<file path="src/design/panel_strobe_regs.vh">
// Purpose: register map, field positions and reset values of the panel strobe port
// Assumes: APB slave with 32-bit words, byte addresses below
// Notes:   reset values give the LCD panel timing at a 200 MHz interconnect clock
`ifndef PANEL_STROBE_REGS_VH
`define PANEL_STROBE_REGS_VH

// ----------------------------------------------------------------
// byte offsets
// ----------------------------------------------------------------
`define OFS_EDGE        6'h00
`define OFS_CYCLE       6'h04
`define OFS_EDGE_ALT    6'h08
`define OFS_CYCLE_ALT   6'h0C
`define OFS_CONFIG_ALT  6'h10
`define OFS_CONTROL     6'h14
`define OFS_WDATA       6'h18
`define OFS_RDATA       6'h1C
`define OFS_STATUS      6'h20

// ----------------------------------------------------------------
// edge register fields
// ----------------------------------------------------------------
`define CS_ON_HI        3
`define CS_ON_LO        0
`define CS_OFF_HI       9
`define CS_OFF_LO       4
`define WR_ON_HI        13
`define WR_ON_LO        10
`define WR_OFF_HI       19
`define WR_OFF_LO       14
`define RD_ON_HI        23
`define RD_ON_LO        20
`define RD_OFF_HI       29
`define RD_OFF_LO       24

// ----------------------------------------------------------------
// cycle register fields
// ----------------------------------------------------------------
`define WCYC_HI         5
`define WCYC_LO         0
`define RCYC_HI         11
`define RCYC_LO         6
`define GAPW_HI         17
`define GAPW_LO         12
`define GAP_RW_BIT      18
`define GAP_RR_BIT      19
`define GAP_WW_BIT      20
`define GAP_WR_BIT      21
`define CAPT_HI         27
`define CAPT_LO         22

// ----------------------------------------------------------------
// configuration, control and status bits
// ----------------------------------------------------------------
`define DOUBLING_BIT    4
`define SET_SELECT_BIT  1
`define CTRL_START_BIT  0
`define CTRL_READ_BIT   1
`define CTRL_CMD_BIT    2
`define STAT_BUSY_BIT   0

// ----------------------------------------------------------------
// reset values (set 0: LCD panel, set 1: projector driver)
// ----------------------------------------------------------------
`define EDGE_RESET      32'h0D61_88D0
`define CYCLE_RESET     32'h0000_034A
`define EDGE_ALT_RESET  32'h0001_0080
`define CYCLE_ALT_RESET 32'h0000_0008
`define CONFIG_RESET    32'h0000_0000

`endif

</file>
<file path="src/design/panel_strobe_port.v">
// Purpose: strobe timing generator for a parallel command/data panel port
// Assumes: clk is the interconnect clock; APB register access; one access at a time
// Notes:   all edges from one counter restarted at the start of each access
`include "panel_strobe_regs.vh"

module panel_strobe_port #(
    parameter DATA_W = 16
) (
    input  wire              clk,
    input  wire              rst,
    input  wire              psel,
    input  wire              penable,
    input  wire              pwrite,
    input  wire [5:0]        paddr,
    input  wire [31:0]       pwdata,
    output wire              pready,
    output reg  [31:0]       prdata,
    output wire              pslverr,
    output reg               chip_select_n,
    output reg               write_strobe_n,
    output reg               read_strobe_n,
    output reg               cmd_data_select,
    output reg  [DATA_W-1:0] data_out,
    output reg               data_out_en_n,
    input  wire [DATA_W-1:0] data_in
);

    localparam [1:0] ST_IDLE = 2'h0;
    localparam [1:0] ST_ACC  = 2'h1;
    localparam [1:0] ST_GAP  = 2'h2;

    // ----------------------------------------------------------------
    // registers
    // ----------------------------------------------------------------
    reg [31:0]       strobe_edge_times;
    reg [31:0]       access_cycle_times;
    reg [31:0]       strobe_edge_times_alt;
    reg [31:0]       access_cycle_times_alt;
    reg [31:0]       port_configuration_alt;
    reg [DATA_W-1:0] write_word;
    reg [DATA_W-1:0] read_word;
    reg [1:0]        state;
    reg [7:0]        count;
    reg              acc_read;
    reg              last_read;
    reg              had_access;
    reg              pend;
    reg              pend_read;
    reg              pend_cmd;

    wire wr_en = psel & penable & pwrite;

    assign pready  = 1'b1;
    assign pslverr = 1'b0;

    // decode of a known word offset; writes elsewhere are dropped so no alias lands
    function mapped;
        input [5:0] a;
        begin
            mapped = (a <= `OFS_STATUS) && (a[1:0] == 2'h0);
        end
    endfunction

    // ----------------------------------------------------------------
    // timing set selection and doubled counts
    // ----------------------------------------------------------------
    wire        use_alt = port_configuration_alt[`SET_SELECT_BIT];
    wire [31:0] edge_r  = use_alt ? strobe_edge_times_alt : strobe_edge_times;
    wire [31:0] cyc_r   = use_alt ? access_cycle_times_alt : access_cycle_times;
    wire        dbl     = port_configuration_alt[`DOUBLING_BIT];

    // scale a field to clock cycles; doubling is a shift so no multiplier
    function [7:0] scale;
        input [5:0] v;
        input       d;
        begin
            scale = d ? {1'b0, v, 1'b0} : {2'h0, v};
        end
    endfunction

    wire [7:0] cs_on   = scale({2'h0, edge_r[`CS_ON_HI:`CS_ON_LO]}, dbl);
    wire [7:0] cs_off  = scale(edge_r[`CS_OFF_HI:`CS_OFF_LO], dbl);
    wire [7:0] wr_on   = scale({2'h0, edge_r[`WR_ON_HI:`WR_ON_LO]}, dbl);
    wire [7:0] wr_off  = scale(edge_r[`WR_OFF_HI:`WR_OFF_LO], dbl);
    wire [7:0] rd_on   = scale({2'h0, edge_r[`RD_ON_HI:`RD_ON_LO]}, dbl);
    wire [7:0] rd_off  = scale(edge_r[`RD_OFF_HI:`RD_OFF_LO], dbl);
    wire [7:0] wcyc    = scale(cyc_r[`WCYC_HI:`WCYC_LO], dbl);
    wire [7:0] rcyc    = scale(cyc_r[`RCYC_HI:`RCYC_LO], dbl);
    wire [7:0] gapw    = scale(cyc_r[`GAPW_HI:`GAPW_LO], dbl);
    wire [7:0] capt    = scale(cyc_r[`CAPT_HI:`CAPT_LO], dbl);
    wire [7:0] cyc_end = acc_read ? rcyc : wcyc;

    // gap needed between the last access and the one pending
    wire gap_need = had_access & (gapw != 8'h00) &
                    ( last_read &  pend_read & cyc_r[`GAP_RR_BIT] |
                      last_read & ~pend_read & cyc_r[`GAP_RW_BIT] |
                     ~last_read & ~pend_read & cyc_r[`GAP_WW_BIT] |
                     ~last_read &  pend_read & cyc_r[`GAP_WR_BIT]);

    // ----------------------------------------------------------------
    // register writes; a start is held pending only while no other start is pending
    // ----------------------------------------------------------------
    always @(posedge clk) begin
        if (rst) begin
            strobe_edge_times      <= `EDGE_RESET;
            access_cycle_times     <= `CYCLE_RESET;
            strobe_edge_times_alt  <= `EDGE_ALT_RESET;
            access_cycle_times_alt <= `CYCLE_ALT_RESET;
            port_configuration_alt <= `CONFIG_RESET;
            write_word             <= {DATA_W{1'b0}};
        end else if (wr_en && mapped(paddr)) begin
            case (paddr)
                `OFS_EDGE:       strobe_edge_times      <= pwdata;
                `OFS_CYCLE:      access_cycle_times     <= pwdata;
                `OFS_EDGE_ALT:   strobe_edge_times_alt  <= pwdata;
                `OFS_CYCLE_ALT:  access_cycle_times_alt <= pwdata;
                `OFS_CONFIG_ALT: port_configuration_alt <= pwdata;
                `OFS_WDATA:      write_word             <= pwdata[DATA_W-1:0];
                default:         write_word             <= write_word;
            endcase
        end
    end

    // ----------------------------------------------------------------
    // access sequencer: one counter drives every edge
    // ----------------------------------------------------------------
    wire start_req = wr_en & (paddr == `OFS_CONTROL) & pwdata[`CTRL_START_BIT];

    always @(posedge clk) begin
        if (rst) begin
            state      <= ST_IDLE;
            count      <= 8'h00;
            acc_read   <= 1'b0;
            last_read  <= 1'b0;
            had_access <= 1'b0;
            pend       <= 1'b0;
            pend_read  <= 1'b0;
            pend_cmd   <= 1'b0;
            cmd_data_select <= 1'b1;
            read_word  <= {DATA_W{1'b0}};
        end else begin
            // a start request is taken only when none is pending, otherwise it is dropped
            if (start_req && !pend) begin
                pend      <= 1'b1;
                pend_read <= pwdata[`CTRL_READ_BIT];
                pend_cmd  <= pwdata[`CTRL_CMD_BIT];
            end
            case (state)
                ST_IDLE: begin
                    if (pend) begin
                        count <= 8'h00;
                        if (gap_need) begin
                            state <= ST_GAP;
                        end else begin
                            state    <= ST_ACC;
                            pend     <= 1'b0;
                            acc_read <= pend_read;
                            cmd_data_select <= ~pend_cmd;
                        end
                    end
                end
                ST_GAP: begin
                    // select line stays from the last access through the gap
                    if (count + 8'h01 >= gapw) begin
                        state    <= ST_ACC;
                        count    <= 8'h00;
                        pend     <= 1'b0;
                        acc_read <= pend_read;
                        cmd_data_select <= ~pend_cmd;
                    end else begin
                        count <= count + 8'h01;
                    end
                end
                ST_ACC: begin
                    if (acc_read && count == capt) begin
                        read_word <= data_in;
                    end
                    if (count + 8'h01 >= cyc_end) begin
                        state      <= ST_IDLE;
                        count      <= 8'h00;
                        last_read  <= acc_read;
                        had_access <= 1'b1;
                    end else begin
                        count <= count + 8'h01;
                    end
                end
                default: state <= ST_IDLE;
            endcase
        end
    end

    // ----------------------------------------------------------------
    // pin outputs registered from the counter compares
    // ----------------------------------------------------------------
    wire in_acc = (state == ST_ACC);
    wire [7:0] next_count = (in_acc && count + 8'h01 < cyc_end) ? count + 8'h01 : 8'h00;
    wire       next_acc   = in_acc ? (count + 8'h01 < cyc_end) :
                            (state == ST_IDLE && pend && !gap_need) ||
                            (state == ST_GAP && count + 8'h01 >= gapw);
    wire       next_read  = in_acc ? acc_read : pend_read;

    // compares look one cycle ahead so pins change on the counted edge
    always @(posedge clk) begin
        if (rst) begin
            chip_select_n  <= 1'b1;
            write_strobe_n <= 1'b1;
            read_strobe_n  <= 1'b1;
            data_out       <= {DATA_W{1'b0}};
            data_out_en_n  <= 1'b1;
        end else begin
            chip_select_n  <= ~(next_acc && next_count >= cs_on && next_count < cs_off);
            write_strobe_n <= ~(next_acc && !next_read && next_count >= wr_on && next_count < wr_off);
            read_strobe_n  <= ~(next_acc && next_read && next_count >= rd_on && next_count < rd_off);
            data_out_en_n  <= ~(next_acc && !next_read);
            if (next_acc && !next_read) begin
                data_out <= write_word;
            end
        end
    end

    // ----------------------------------------------------------------
    // APB read data
    // ----------------------------------------------------------------
    always @(posedge clk) begin
        if (rst) begin
            prdata <= 32'h0000_0000;
        end else if (psel && !penable && !pwrite) begin
            case (paddr)
                `OFS_EDGE:       prdata <= strobe_edge_times;
                `OFS_CYCLE:      prdata <= access_cycle_times;
                `OFS_EDGE_ALT:   prdata <= strobe_edge_times_alt;
                `OFS_CYCLE_ALT:  prdata <= access_cycle_times_alt;
                `OFS_CONFIG_ALT: prdata <= port_configuration_alt;
                `OFS_WDATA:      prdata <= {{(32-DATA_W){1'b0}}, write_word};
                `OFS_RDATA:      prdata <= {{(32-DATA_W){1'b0}}, read_word};
                `OFS_STATUS:     prdata <= {31'h0, (state != ST_IDLE) | pend};
                default:         prdata <= 32'h0000_0000;
            endcase
        end
    end

endmodule

</file>
<file path="config.mk">
export PLATFORM = sky130hd
export DESIGN_NAME = panel_strobe_port
export DESIGN_NICKNAME = d
export VERILOG_FILES = /design/src/design/panel_strobe_port.v
export VERILOG_INCLUDE_DIRS = /design/src /design/src/design
export SDC_FILE = /design/constraint.sdc
export NUM_CORES = 1
export LEC_CHECK = 0
export ABC_AREA = 1
export BUFFER_PORTS_ARGS = -buffer_cell sky130_fd_sc_hd__buf_2
export CAP_MARGIN = 20
export CORE_ASPECT_RATIO = 0.5
export CORE_UTILIZATION = 34
export DETAILED_ROUTE_END_ITERATION = 10
export SYNTH_ARGS = -nofsm -noshare
export SYNTH_HDL_FRONTEND = slang
export SYNTH_SLANG_ARGS = --single-unit
</file>
<file path="constraint.sdc">
create_clock -name clk -period 3.94 [get_ports clk]
set_input_delay 0.197 -clock clk [delete_from_list [all_inputs] [get_ports clk]]
set_output_delay 0.197 -clock clk [all_outputs]
set_load 0.005 [all_outputs]
</file>
# [After elaboration in Yosys (flattened, before gate mapping)]
# Cells that the tools add are included.
[word_totals] wordCells=154 register_bits=261 out_inout_bits=55
[classes] n_eq_ne=15 add_sub_neg=1 order_cmp=10 n_reduce_logical=42 bitwise=25 muxes=39
[ops] cell="one-hot mux 32 bit (8 select lines)" n=1
[ops] cell="2-to-1 mux 7 bit" n=8
[ops] cell="< comparator 8 x 7 -> 1 bit" n=4
[ops] cell="2-to-1 mux 8 bit" n=4
[ops] cell="2-to-1 mux 30 bit" n=1
[ops] cell="2-to-1 mux 28 bit" n=1
[ops] cell="equality test 6 x 5 -> 1 bit (second input constant)" n=4
[ops] cell="greater-or-equal comparator 8 x 5 -> 1 bit" n=3
[ops] cell="one-hot mux 8 bit (3 select lines)" n=1
[ops] cell="logical AND 1 bit" n=18
[ops] cell="AND reduction 2 bit" n=9
[ops] cell="greater-or-equal comparator 8 x 7 -> 1 bit" n=2
[ops] cell="2-to-1 mux 5 bit" n=3
[ops] cell="AND 1 bit" n=14
[ops] cell="equality test 6 x 4 -> 1 bit (second input constant)" n=2
[ops] cell="2-to-1 mux 1 bit" n=12
[ops] cell="adder 8 x 1 -> 8 bit (second input constant)" n=1
[ops] cell="equality test 8 x 7 -> 1 bit" n=1
[ops] cell="2-to-1 mux 2 bit" n=4
[ops] cell="nonzero test 8 bit" n=1
[ops] cell="inverter 1 bit" n=7
[ops] cell="equality test 6 x 3 -> 1 bit (second input constant)" n=1
[ops] cell="equality test 6 bit (second input constant)" n=1
[ops] cell="<= comparator 6 bit (second input constant)" n=1
[ops] cell="other kinds (15)" n=28

# [Logic depth before layout (Yosys ltp)]
# Gate-level depths: netlist of the first run.
[depth] word_depth=15 ltp_mapped=25 mapped_depth_nobuf=23

# [Worst setup path after synthesis of the first run]
# No wires, ideal clock.
[synth_timing] kind="reg-to-reg" startpoint="register port_configuration_alt[1]" endpoint="register read_strobe_n" slack_ps=69 period_less_slack_ps=3871 setup_time_ps=58 path_buffers=4 t_arrival_ps=3813 path_stages_with_launch=26 required_time_ps=3882 cell_sequence="dfxtp_1 -> buf_6 -> clkbuf_1 -> clkbuf_1 -> clkbuf_1 -> nand2_1 -> o21ai_0 -> nor2_1 -> o21ai_0 -> inv_1 -> ha_1 -> a21oi_1 -> o21bai_1 -> nor2_1 -> nand2_1 -> nor2_1 -> inv_1 -> nor3_1 -> ha_1 -> nand2_1 -> o211ai_1 -> a21oi_1 -> nand3_1 -> o211ai_1 -> nor2_1 -> nand2_1"
[synth_via] elab_chain_cells=14 elab_cells_between_ends=33 cone_classes="order compare (4); mux (10); bitwise (10); reduce/logical (9)"
[synth_lines] element="start: declaration" line="panel_strobe_port.v:39" source="reg [31:0] port_configuration_alt;"
[synth_lines] element="start signal: assignment" line="panel_strobe_port.v:109" source="port_configuration_alt <= `CONFIG_RESET;"
[synth_lines] element="start signal: assignment" line="panel_strobe_port.v:117" source="`OFS_CONFIG_ALT: port_configuration_alt <= pwdata;"
[synth_lines] element="branches (longest 12 deep; another with < comparator 8 x 7 -> 1 bit)"
[synth_lines] element="logical AND 1 bit (*)" line="panel_strobe_port.v:213" source="read_strobe_n <= ~(next_acc && next_read && next_count >= rd_on && next_count < rd_off);"
[synth_lines] element="inverter 1 bit (*)" line="panel_strobe_port.v:213"
[synth_lines] element="end signal: assignment" line="panel_strobe_port.v:213"
[synth_lines] element="end: declaration" line="panel_strobe_port.v:21" source="output reg read_strobe_n,"
# Mark *: on every way between the ends.
# A chain may end at the register's enable or synchronous reset.

# [Worst setup path after layout of the first run]
# Same ends and word-level chain as after synthesis.

==> metrics.cfg, run 1 <==
[status]
status=complete, no violations

[logic_synthesis]
synth_area_leaders=dfxtp_1 40%, nand2_1 14%, a21oi_1 9.0%, o21ai_0 7.5%, inv_1 5.6%
yosysWarnings=0
synthesis.nets=2018
synth_area_per_cell_um2=6.89
synth-main-ff-cell=dfxtp_1
async_flop_share_pct=0
ys_seq_area_share_pct=39.8
syn_area_mm2=0.0131
synthDominantCellAreaShare_pct=39.8
yosys.cell_types.count=40
ys_ff_latch=261
synth-edff-count=0
synth_largest_area_cell=dfxtp_1
syn-instance-count=1907

[cts]
cts_root_buf=clkbuf_16
cts_setup_buffers=0
cts.sinks=261
cts.clk_slew.worst_paths_ns=0.07
cts_made_buffers=26
cts_buffer_depth=3
cts_tree=yes
clk_latency_ns=0.56
htree_levels=1

[setup_path]
cp_max_fo=21
cp-end-kind=register
crit_chain=buf_4, o21ai_0, nor2_1, o21ai_0, inv_1, ha_1, a21oi_1, o21bai_1, nor2_1, nand2_1, nor2_1, inv_1, nor3_1, buf_4, ha_1, nand2_1, o211ai_1, a21oi_1, nand3_1, o211ai_1, nor2_1, nand2_1
crit_path_frequent_cell=nor2_1
cp_slowest_cell=dfxtp_4
cp.arrival_ns=4.08
slowest_delay_ns=0.41
required_ns=4.45
critPathKind=reg2reg
worstSetupStartpointType=register

[job]
maxCapViolations=0

[timing]
hold_viol=0
tightest_slew_ns=1.07
fmax_mhz=280
fin_crit_ns=3.57
grt_setup_unrepaired=no
fin_skew_ns=0.0203
finalMaxSlewViolations=0
whs_ns=0.0321
setup_tns_ns=0
post-route-period-util_pct=90.5
finalSetupViolations=0
setup_slack_ns=0.373
maxSlewHeadroom_pct=28.3

[power_and_ir_drop]
irDropWorstVdd_uv=341
p_leak_uw=0.00626
power_density_mw_per_mm2=400
p_total_uw=6200

[drt]
wl_per_cell_um=18.1
drc=0
vias_per_cell=5.07
firstDrtPassIters=5
ant_nets=0
finalWirelength_um=46200
drt_iter0_drc=1123
num_vias=12900

[global_routing]
grt_pass1_vias=11600
grt_pass1_wl_um=70000
antenna_found_initial=0
grt_usage_pct=22.9
grt_max_degree=105
overflow=0

[min_path]
hold_path_class=in2reg

[floorplan]
die_w_um=280
start_util_pct=34.8
core_area_mm2=0.0377
row_count=50
die_h_um=141
die-area_mm2=0.0395
ios=114

[final_layout]
num-fill-cells=3997
nNetsFinal=2121
area_growth_pct=18.0
drive_gt1_share_pct=11.0
diodes=0
seqCellArea_mm2=0.00523
fin_area_mm2=0.0155
multiInputGateArea_mm2=0.00666

[placement]
placed_area_mm2=0.0141
dp_hpwl_um=32000
place_congestion=0.955
dp_slack_ns=0.226
portBuffers=111

## cell usage in the layout (no fill, tap or decap), types with 29 or more instances in the layout
master | synthesis | routed
a22oi_1 | 40 | 40
nor2_1 | 111 | 108
nand3_1 | 43 | 43
a21oi_1 | 237 | 237
inv_1 | 197 | 196
dfxtp_1 | 261 | 259
ha_1 | 52 | 52
nand2_1 | 504 | 504
buf_2 | 16 | 110
nand4_1 | 33 | 33
buf_4 | 3 | 35
dlygate4sd3_1 | 0 | 44
o22ai_1 | 29 | 29
o21ai_0 | 197 | 197
## cell type report
class | instances | share of cell area, %
clock inverter | 12 | 0.920
timing repair buffer | 190 | 8.22
multi-input combinational | 1329 | 43.0
tap | 520 | 4.20
sequential | 261 | 33.7
clock buffer | 36 | 5.03
inverter | 202 | 4.91
## Yosys cell counts (2+ instances only)
cell type	n
mux2i_1	6
o2111ai_1	5
inv_2	3
buf_6	6
nand4_1	33
or2_2	7
buf_1	2
a21oi_1	237
o21ai_1	6
nand3_1	43
buf_4	3
o211ai_1	17
nand3_4	2
dfxtp_1	261
and3_1	3
xor2_1	6
nor2_2	4
conb_1	2
o22ai_1	29
nand2_1	504
ha_1	52
buf_2	16
nor2_1	111
inv_1	197
o21bai_1	2
nor3_1	9
a22oi_1	40
clkbuf_1	87
o31ai_1	2
nand2_2	6
o21ai_0	197
## worst max-delay path: cells and delay by family, from the launching register on
family	cells	cell delay (ns)
DFF	1	0.41
adders and majority gates	2	0.53
and+or+nand+nor	9	0.93
AOI/OAI and AO/OA	7	1.02
buffers and inverters	4	0.65
## layer usage
layer,track usage (%),share of wire [%],vias up
li1,-,-,6489
met1,31.8,46,5959
met3,4.09,6.9,69
met2,35.8,44,419
met4,7.02,2.8,0
met5,0,0,-
## kinds of logic after synthesis
family          count (synthesis)  share of synthesized area (%)
compound gates                538                           22.1
mux                             6                          0.457
simple gates                  724                           22.5
xor+xnor                        7                          0.467
fa+ha+maj                      52                           4.95
buf+inv                       317                           9.66
other cells                     2                         0.0572
flops                         261                           39.8
## worst paths after layout
kind	start	to	slack (ns)	depth (start not counted)
hold / removal	pwdata[12]	access_cycle_times[12]$_SDFFE_PP0P_	0.03	3
hold reg to reg	pend_cmd$_SDFFE_PP0P_	cmd_data_select$_SDFFE_PP1P_	0.44	1
setup / recovery	port_configuration_alt[1]$_SDFFE_PP0P_	read_strobe_n$_SDFF_PP1_	0.37	22
setup reg to reg	port_configuration_alt[1]$_SDFFE_PP0P_	read_strobe_n$_SDFF_PP1_	0.37	22
## registers in the layout, indices dropped and copies added, names as in the netlist
name and flops:
strobe_edge_times 32, prdata 32, write_strobe_n 1, access_cycle_times_alt 32, cmd_data_select 1, count 8
write_word 16, had_access 1, read_strobe_n 1, port_configuration_alt 32, strobe_edge_times_alt 32, acc_read 1
access_cycle_times 32, pend 1, pend_cmd 1, data_out_en_n 1, last_read 1, chip_select_n 1
data_out 16, state 2, pend_read 1, read_word 16
## repair_timing
action                                  CTS  global route
gates resized for setup                   0             6
hold buffers                             44             0
endpoints found under the setup margin    0             3
hold endpoints to repair                109             0
## report_power, final
| part | switching [uW] | leakage, uW | total [uW] | internal (uW) |
|---|---|---|---|---|
| sequential | 34.7 | 0.00211 | 2740 | 2710 |
| clock | 1140 | 0.000463 | 2720 | 1580 |
| combinational | 492 | 0.00369 | 744 | 251 |
## through the flow
stage	instances	utilization, %
final	2550	41.1
after global placement	2458	37.4
after global routing	2550	41.1
after detailed placement	2458	37.4
after floorplan	1907	-
after CTS	2550	41.0
No activity file was read; power rests on OpenSTA's default activity.
==> inputs of run 2 (changes only) <==
--- a/config.mk
+++ b/config.mk
@@ -10,8 +10,9 @@
 export BUFFER_PORTS_ARGS = -buffer_cell sky130_fd_sc_hd__buf_2
 export CAP_MARGIN = 20
 export CORE_ASPECT_RATIO = 0.5
-export CORE_UTILIZATION = 34
+export CORE_UTILIZATION = 45
 export DETAILED_ROUTE_END_ITERATION = 10
+export PLACE_DENSITY = 0.65
 export SYNTH_ARGS = -nofsm -noshare
 export SYNTH_HDL_FRONTEND = slang
 export SYNTH_SLANG_ARGS = --single-unit
==> run 2 against run 1 <==
Clock power shrank 15%. Critical path type unchanged. Cell count shrank 5.6%. Core utilization grew 13 points. Fmax grew 0.98%. Sequential power is essentially flat. Flip-flop and latch count is the same. Non-clock buffer count shrank 1. Largest cell class unchanged. Setup slack gained 0.035 ns. Largest power group unchanged. Combinational power shrank 2%.
==> metrics.cfg, run 2 (synthesis gave the netlist of run 1 again) <==
[drt]
drc=0
met1Wirelength_um=20600
met2_length_um=18900
wl_per_cell_um=18.5
met3WireLength_um=3750
topRoutingLayerUsed=met4
vias_per_cell=5.48
firstDrtPassIters=6
finalWirelength_um=44500
drt_iter0_drc=1121
ant_nets=0
num_vias=13200

[cts]
cts_buffer_depth=3
clk_latency_ns=0.54
cts.clk_slew.worst_paths_ns=0.07
htree_levels=1
cts_tree=yes
cts_setup_buffers=0
cts_root_buf=clkbuf_16
cts.sinks=261
cts_made_buffers=25

[global_routing]
grt_pass1_vias=11700
antenna_found_initial=0
grt_max_degree=117
grt_pass1_wl_um=68000
grt_usage_pct=29.3
overflow=0

[timing]
hold_viol=0
maxSlewHeadroom_pct=26.4
finalSetupViolations=0
post-route-period-util_pct=89.7
grt_setup_unrepaired=no
fin_crit_ns=3.53
fmax_mhz=283
setup_slack_ns=0.408
finalMaxSlewViolations=0
setup_tns_ns=0
tightest_slew_ns=1.10
fin_skew_ns=0.0140
whs_ns=0.0273

[final_layout]
nNetsFinal=2119
fin_area_mm2=0.0151
num-fill-cells=2874
final_cell_mix=504 x nand2_1, 259 x dfxtp_1, 237 x a21oi_1, 197 x o21ai_0, 196 x inv_1
area_growth_pct=15.1
final_common_cell=nand2_1
drive_gt1_share_pct=10.4
post-route-util_pct=53.6

[setup_path]
required_ns=4.42
critical_path_buf_inv_count=4
cp-end-kind=register
slowest_delay_ns=0.41
cp_slowest_cell=dfxtp_1
worstSetupStartpointType=register
crit_chain=inv_1, nor2_1, xor2_1, inv_1, ha_1, a21oi_1, o21ai_0, nand2_1, nand2_1, nor2_1, inv_1, nor2_1, buf_4, ha_1, a21oi_1, o211ai_1, a21oi_1, nand3_1, o211ai_1, nor2_1, nand2_1
critPathKind=reg2reg
cp_max_fo=6
critPathTopFamily=simple AND/OR/NAND/NOR gates
cp.arrival_ns=4.02
reg2reg_slack_ns=0.41
crit_path_frequent_cell=nor2_1

[floorplan]
start_util_pct=46.6
core_area_mm2=0.0282
die-area_mm2=0.0299
row_count=43
ios=114
die_w_um=244
die_h_um=123

[placement]
placed_area_mm2=0.0139
dp_hpwl_um=31100
place_congestion=0.974
dp_slack_ns=0.212
portBuffers=111

[status]
status=complete, no violations

[power_and_ir_drop]
p_leak_uw=0.00616
irDropWorstVdd_uv=257
power_density_mw_per_mm2=382

[job]
maxCapViolations=0

[min_path]
hold_path_class=in2reg

run 2: cell types whose count changed in the layout (fill, tap and decap cells not counted), sizes merged:
cell | previous run | this run
bufinv | 3 | 0
dlygate4sd3 | 44 | 42
clkinv | 12 | 7
buf | 146 | 147
clkinvlp | 0 | 1
diode | 0 | 1
inv | 199 | 201
clkbuf | 36 | 37
run 2: path summary, 6_finish.rpt:
path	start	endpoint	cells after the start
setup / recovery	count[0]$_SDFFE_PP0P_	chip_select_n$_SDFF_PP1_	21
hold / removal	pwdata[15]	strobe_edge_times[15]$_SDFFE_PP1P_	3
setup reg to reg	count[0]$_SDFFE_PP0P_	chip_select_n$_SDFF_PP1_	21
hold reg to reg	pend_cmd$_SDFFE_PP0P_	pend_cmd$_SDFFE_PP0P_	2
run 2: what timing repair did:
item	4_1_cts	5_1_grt
gates resized for setup	0	2
endpoints found under the setup margin	0	3
hold buffers	42	0
endpoints found under the hold margin	97	0
run 2: area by class of cell:
cell class                      count  area, um2  share of cell area, %
Clock buffer                       37        701                   4.64
Inverter                          202        761                   5.03
Clock inverter                      7       45.0                  0.298
Sequential cell                   261       5230                   34.6
Antenna cell                        1       2.50                 0.0166
Multi-Input combinational cell   1329       6650                   44.0
Tap cell                          382        478                   3.16
Timing Repair Buffer              189       1250                   8.26
run 2: per-stage QoR:
| stage | instances | power [uW] |
|---|---|---|
| after floorplan | 1907 | 3260 |
| after global placement | 2321 | 3490 |
| after detailed placement | 2321 | 3490 |
| after CTS | 2407 | 5800 |
| after global routing | 2407 | 6020 |
| final | 2408 | 5780 |
run 2: worst min-delay path, cell delays in order:
cell,delay [ns]
buf_2,0.17
nand2_1,0.08
nand3_1,0.07
run 2: where the power goes:
group / switching, uW / internal, uW
logic: 480 / 248
clock network: 1070 / 1240
registers: 39.0 / 2710
run 2: routing by layer:
layer | GRT usage, % | vias up
li1 | - | 6490
met1 | 41.8 | 6089
met2 | 45.4 | 529
met3 | 4.77 | 81
met4 | 8.98 | 0
met5 | 0 | -
==> inputs of run 3 (changes only) <==
--- a/config.mk
+++ b/config.mk
@@ -6,7 +6,7 @@
 export SDC_FILE = /design/constraint.sdc
 export NUM_CORES = 1
 export LEC_CHECK = 0
-export ABC_AREA = 1
+export ABC_AREA = 0
 export BUFFER_PORTS_ARGS = -buffer_cell sky130_fd_sc_hd__buf_2
 export CAP_MARGIN = 20
 export CORE_ASPECT_RATIO = 0.5
@@ -16,3 +16,4 @@
 export SYNTH_ARGS = -nofsm -noshare
 export SYNTH_HDL_FRONTEND = slang
 export SYNTH_SLANG_ARGS = --single-unit
+export TNS_END_PERCENT = 5
==> run 3 against run 2 <==
The run now ends with design-rule violations, negative setup slack left. Flip-flop and latch count unchanged. Wire length is 1.9% lower. First-iteration DRC count up 19%. Highest routed layer unchanged.
==> metrics.cfg, run 3 <==
[global_routing]
grt_max_degree=101
grt_usage_pct=28.2
antenna_found_initial=2
grt_pass1_vias=11400
overflow=0
grt_pass1_wl_um=67200

[setup_path]
worstSetupStartpointType=register
reg2reg_slack_ns=-0.01
critPathKind=reg2reg
ff2ff_path_depth=18
cp_max_fo=4
reg2reg_to=write_strobe_n$_SDFF_PP1_
rr_startpoint=acc_read$_SDFFE_PP0P_
worstSetupStartpoint=acc_read$_SDFFE_PP0P_
required_ns=4.36
cp-end-kind=register
cp.arrival_ns=4.38

[drt]
firstDrtPassIters=8
vias_per_cell=5.70
ant_nets=0
drt_iter0_drc=1332
num_vias=12300
finalWirelength_um=43700
drc=12
wl_per_cell_um=20.3

[cts]
cts_tree=yes
htree_levels=1
clk_latency_ns=0.55
cts_made_buffers=25
cts_buffer_depth=3
cts.clk_slew.worst_paths_ns=0.07
cts_root_buf=clkbuf_16
cts.sinks=261

[min_path]
hold_path_end=strobe_edge_times[5]$_SDFFE_PP0P_
min_from=pwdata[5]
worstHoldPathCells=3
hold_path_class=in2reg

[final_layout]
nNetsFinal=1855
final_common_cell=nand2_1
final_cell_mix=430 x nand2_1, 257 x dfxtp_1, 218 x a21oi_1, 112 x nor2_1, 109 x buf_2
area_growth_pct=19.1
diodes=0
drive_gt1_share_pct=17.7
num-fill-cells=2705
fin_cells=2153

[timing]
tightest_slew_ns=1.06
post-route-period-util_pct=100
whs_ns=0.0186
grt_setup_unrepaired=yes
maxSlewHeadroom_pct=29.6
fmax_mhz=253
fin_crit_ns=3.95
hold_viol=0
setup_slack_ns=-0.0140
fin_skew_ns=0.0154
finalMaxSlewViolations=0
finalSetupViolations=1

[floorplan]
die_h_um=124
row_count=44
ios=114
die-area_mm2=0.0307
start_util_pct=46.1
die_w_um=247
core_area_mm2=0.0292

[logic_synthesis]
synth_largest_area_cell=dfxtp_1
syn-instance-count=1616
synthDominantCellAreaShare_pct=38.7
yosys.cell_types.count=61
syn_area_mm2=0.0135
synth-main-ff-cell=dfxtp_1
synth-edff-count=0
netlist_top_cells_count=431 x nand2_1, 261 x dfxtp_1, 220 x a21oi_1
yosysMostFrequentCell=nand2_1
synth_area_leaders=dfxtp_1 39%, nand2_1 12%, mux4_2 8.4%, a21oi_1 8.2%, mux2i_1 6.2%
synthesis.nets=1727
ys_ff_latch=261
yosysWarnings=0
synth_area_per_cell_um2=8.34
async_flop_share_pct=0
ys_seq_area_share_pct=38.7

[placement]
place_congestion=0.932
portBuffers=111
dp_hpwl_um=29700
dp.cells=2063

[power_and_ir_drop]
irDropWorstVdd_uv=270
power_density_mw_per_mm2=360
p_leak_uw=0.00615
p_total_uw=5780

[status]
violations=design-rule violations, negative setup slack
status=finished, violations left

[job]
maxCapViolations=0

run 3: cell count changes in the layout (fill, tap and decap cells not counted), sizes merged, moves of 27 or more:
cell and delta:
mux2i +77, o21ai -158, o22ai -27, inv -161, nand2 -79, nand4 -27, buf +28, mux4 +55
nand3 -31
run 3: layout make-up:
class	count	area [um2]	share of cell area (%)
Clock buffer	31	678	4.22
Clock inverter	14	233	1.45
Inverter	38	143	0.888
Multi-Input combinational cell	1201	7740	48.2
Sequential cell	261	5230	32.6
Tap cell	391	489	3.05
Timing Repair Buffer	217	1550	9.66
run 3: kinds of logic after synthesis:
family,count (synthesis),synth area share [%]
compound gates,349,14.7
xor+xnor,11,0.826
fa+ha+maj,52,4.83
buf+inv,154,4.78
flops,261,38.7
mux,147,16.2
other cells,2,0.0557
simple gates,640,19.8
run 3: worst max-delay path by stage:
| stage | slack, ns | cells after the start | endpoint |
|---|---|---|---|
| final | -0.01 | 18 | write_strobe_n$_SDFF_PP1_ |
| after global routing | -0.18 | 18 | write_strobe_n$_SDFF_PP1_ |
| after CTS | 0.02 | 16 | write_strobe_n$_SDFF_PP1_ |
| after detailed placement | -0.06 | 16 | write_strobe_n$_SDFF_PP1_ |
| after global placement | -0.003 | 16 | write_strobe_n$_SDFF_PP1_ |
| after floorplan | 0.001 | 20 | read_strobe_n$_SDFF_PP1_ |
run 3: worst max-delay path: stages (launching register included):
cell	delay, ns
dfxtp_2	0.36
buf_4	0.12
mux4_2	0.51
mux2i_1	0.15
ha_1	0.26
a21o_1	0.19
a221o_1	0.37
nor3_4	0.25
o211a_4	0.22
buf_6	0.10
nand2b_4	0.07
ha_4	0.27
nand2b_4	0.10
a21o_1	0.12
a21o_1	0.12
a21o_1	0.12
a21oi_2	0.05
a2111oi_2	0.34
o21ai_1	0.12
run 3: report_power, final:
group	leakage [uW]	internal (uW)	total, uW	switching [uW]
logic	0.00360	147	391	244
clock network	0.000443	1620	2740	1120
registers	0.00210	2640	2650	4.39
run 3: what timing repair did:
action / 4_1_cts / 5_1_grt
hold endpoints to repair: 128 / 0
hold buffers: 41 / 0
pin swaps: 1 / 14
endpoints found under the setup margin: 3 / 3
gates resized for setup: 3 / 18
buffers inserted: 2 / 2
run 3: per-stage QoR:
stage / cell area (um2) / utilization (%) / TNS, ns / worst slack [ns]
2_1_floorplan: 13500 / - / 0 / 0.00117
3_3_place_gp: 14600 / 50.0 / -0.00344 / -0.00344
3_5_place_dp: 14600 / 50.0 / -0.0612 / -0.0595
4_1_cts: 16000 / 54.7 / 0 / 0.0243
5_1_grt: 16100 / 55.0 / -0.375 / -0.179
6_report: 16100 / 55.0 / -0.0140 / -0.0140
run 3: routing by layer:
layer	routed length, um	up-vias	share of wire (%)	global-route usage (%)
met1	19900	5850	45	41.6
met5	0	-	0	0
met3	5110	60	12	9.52
met2	18100	536	41	40.1
li1	-	5831	-	-
met4	665	0	1.5	4.32
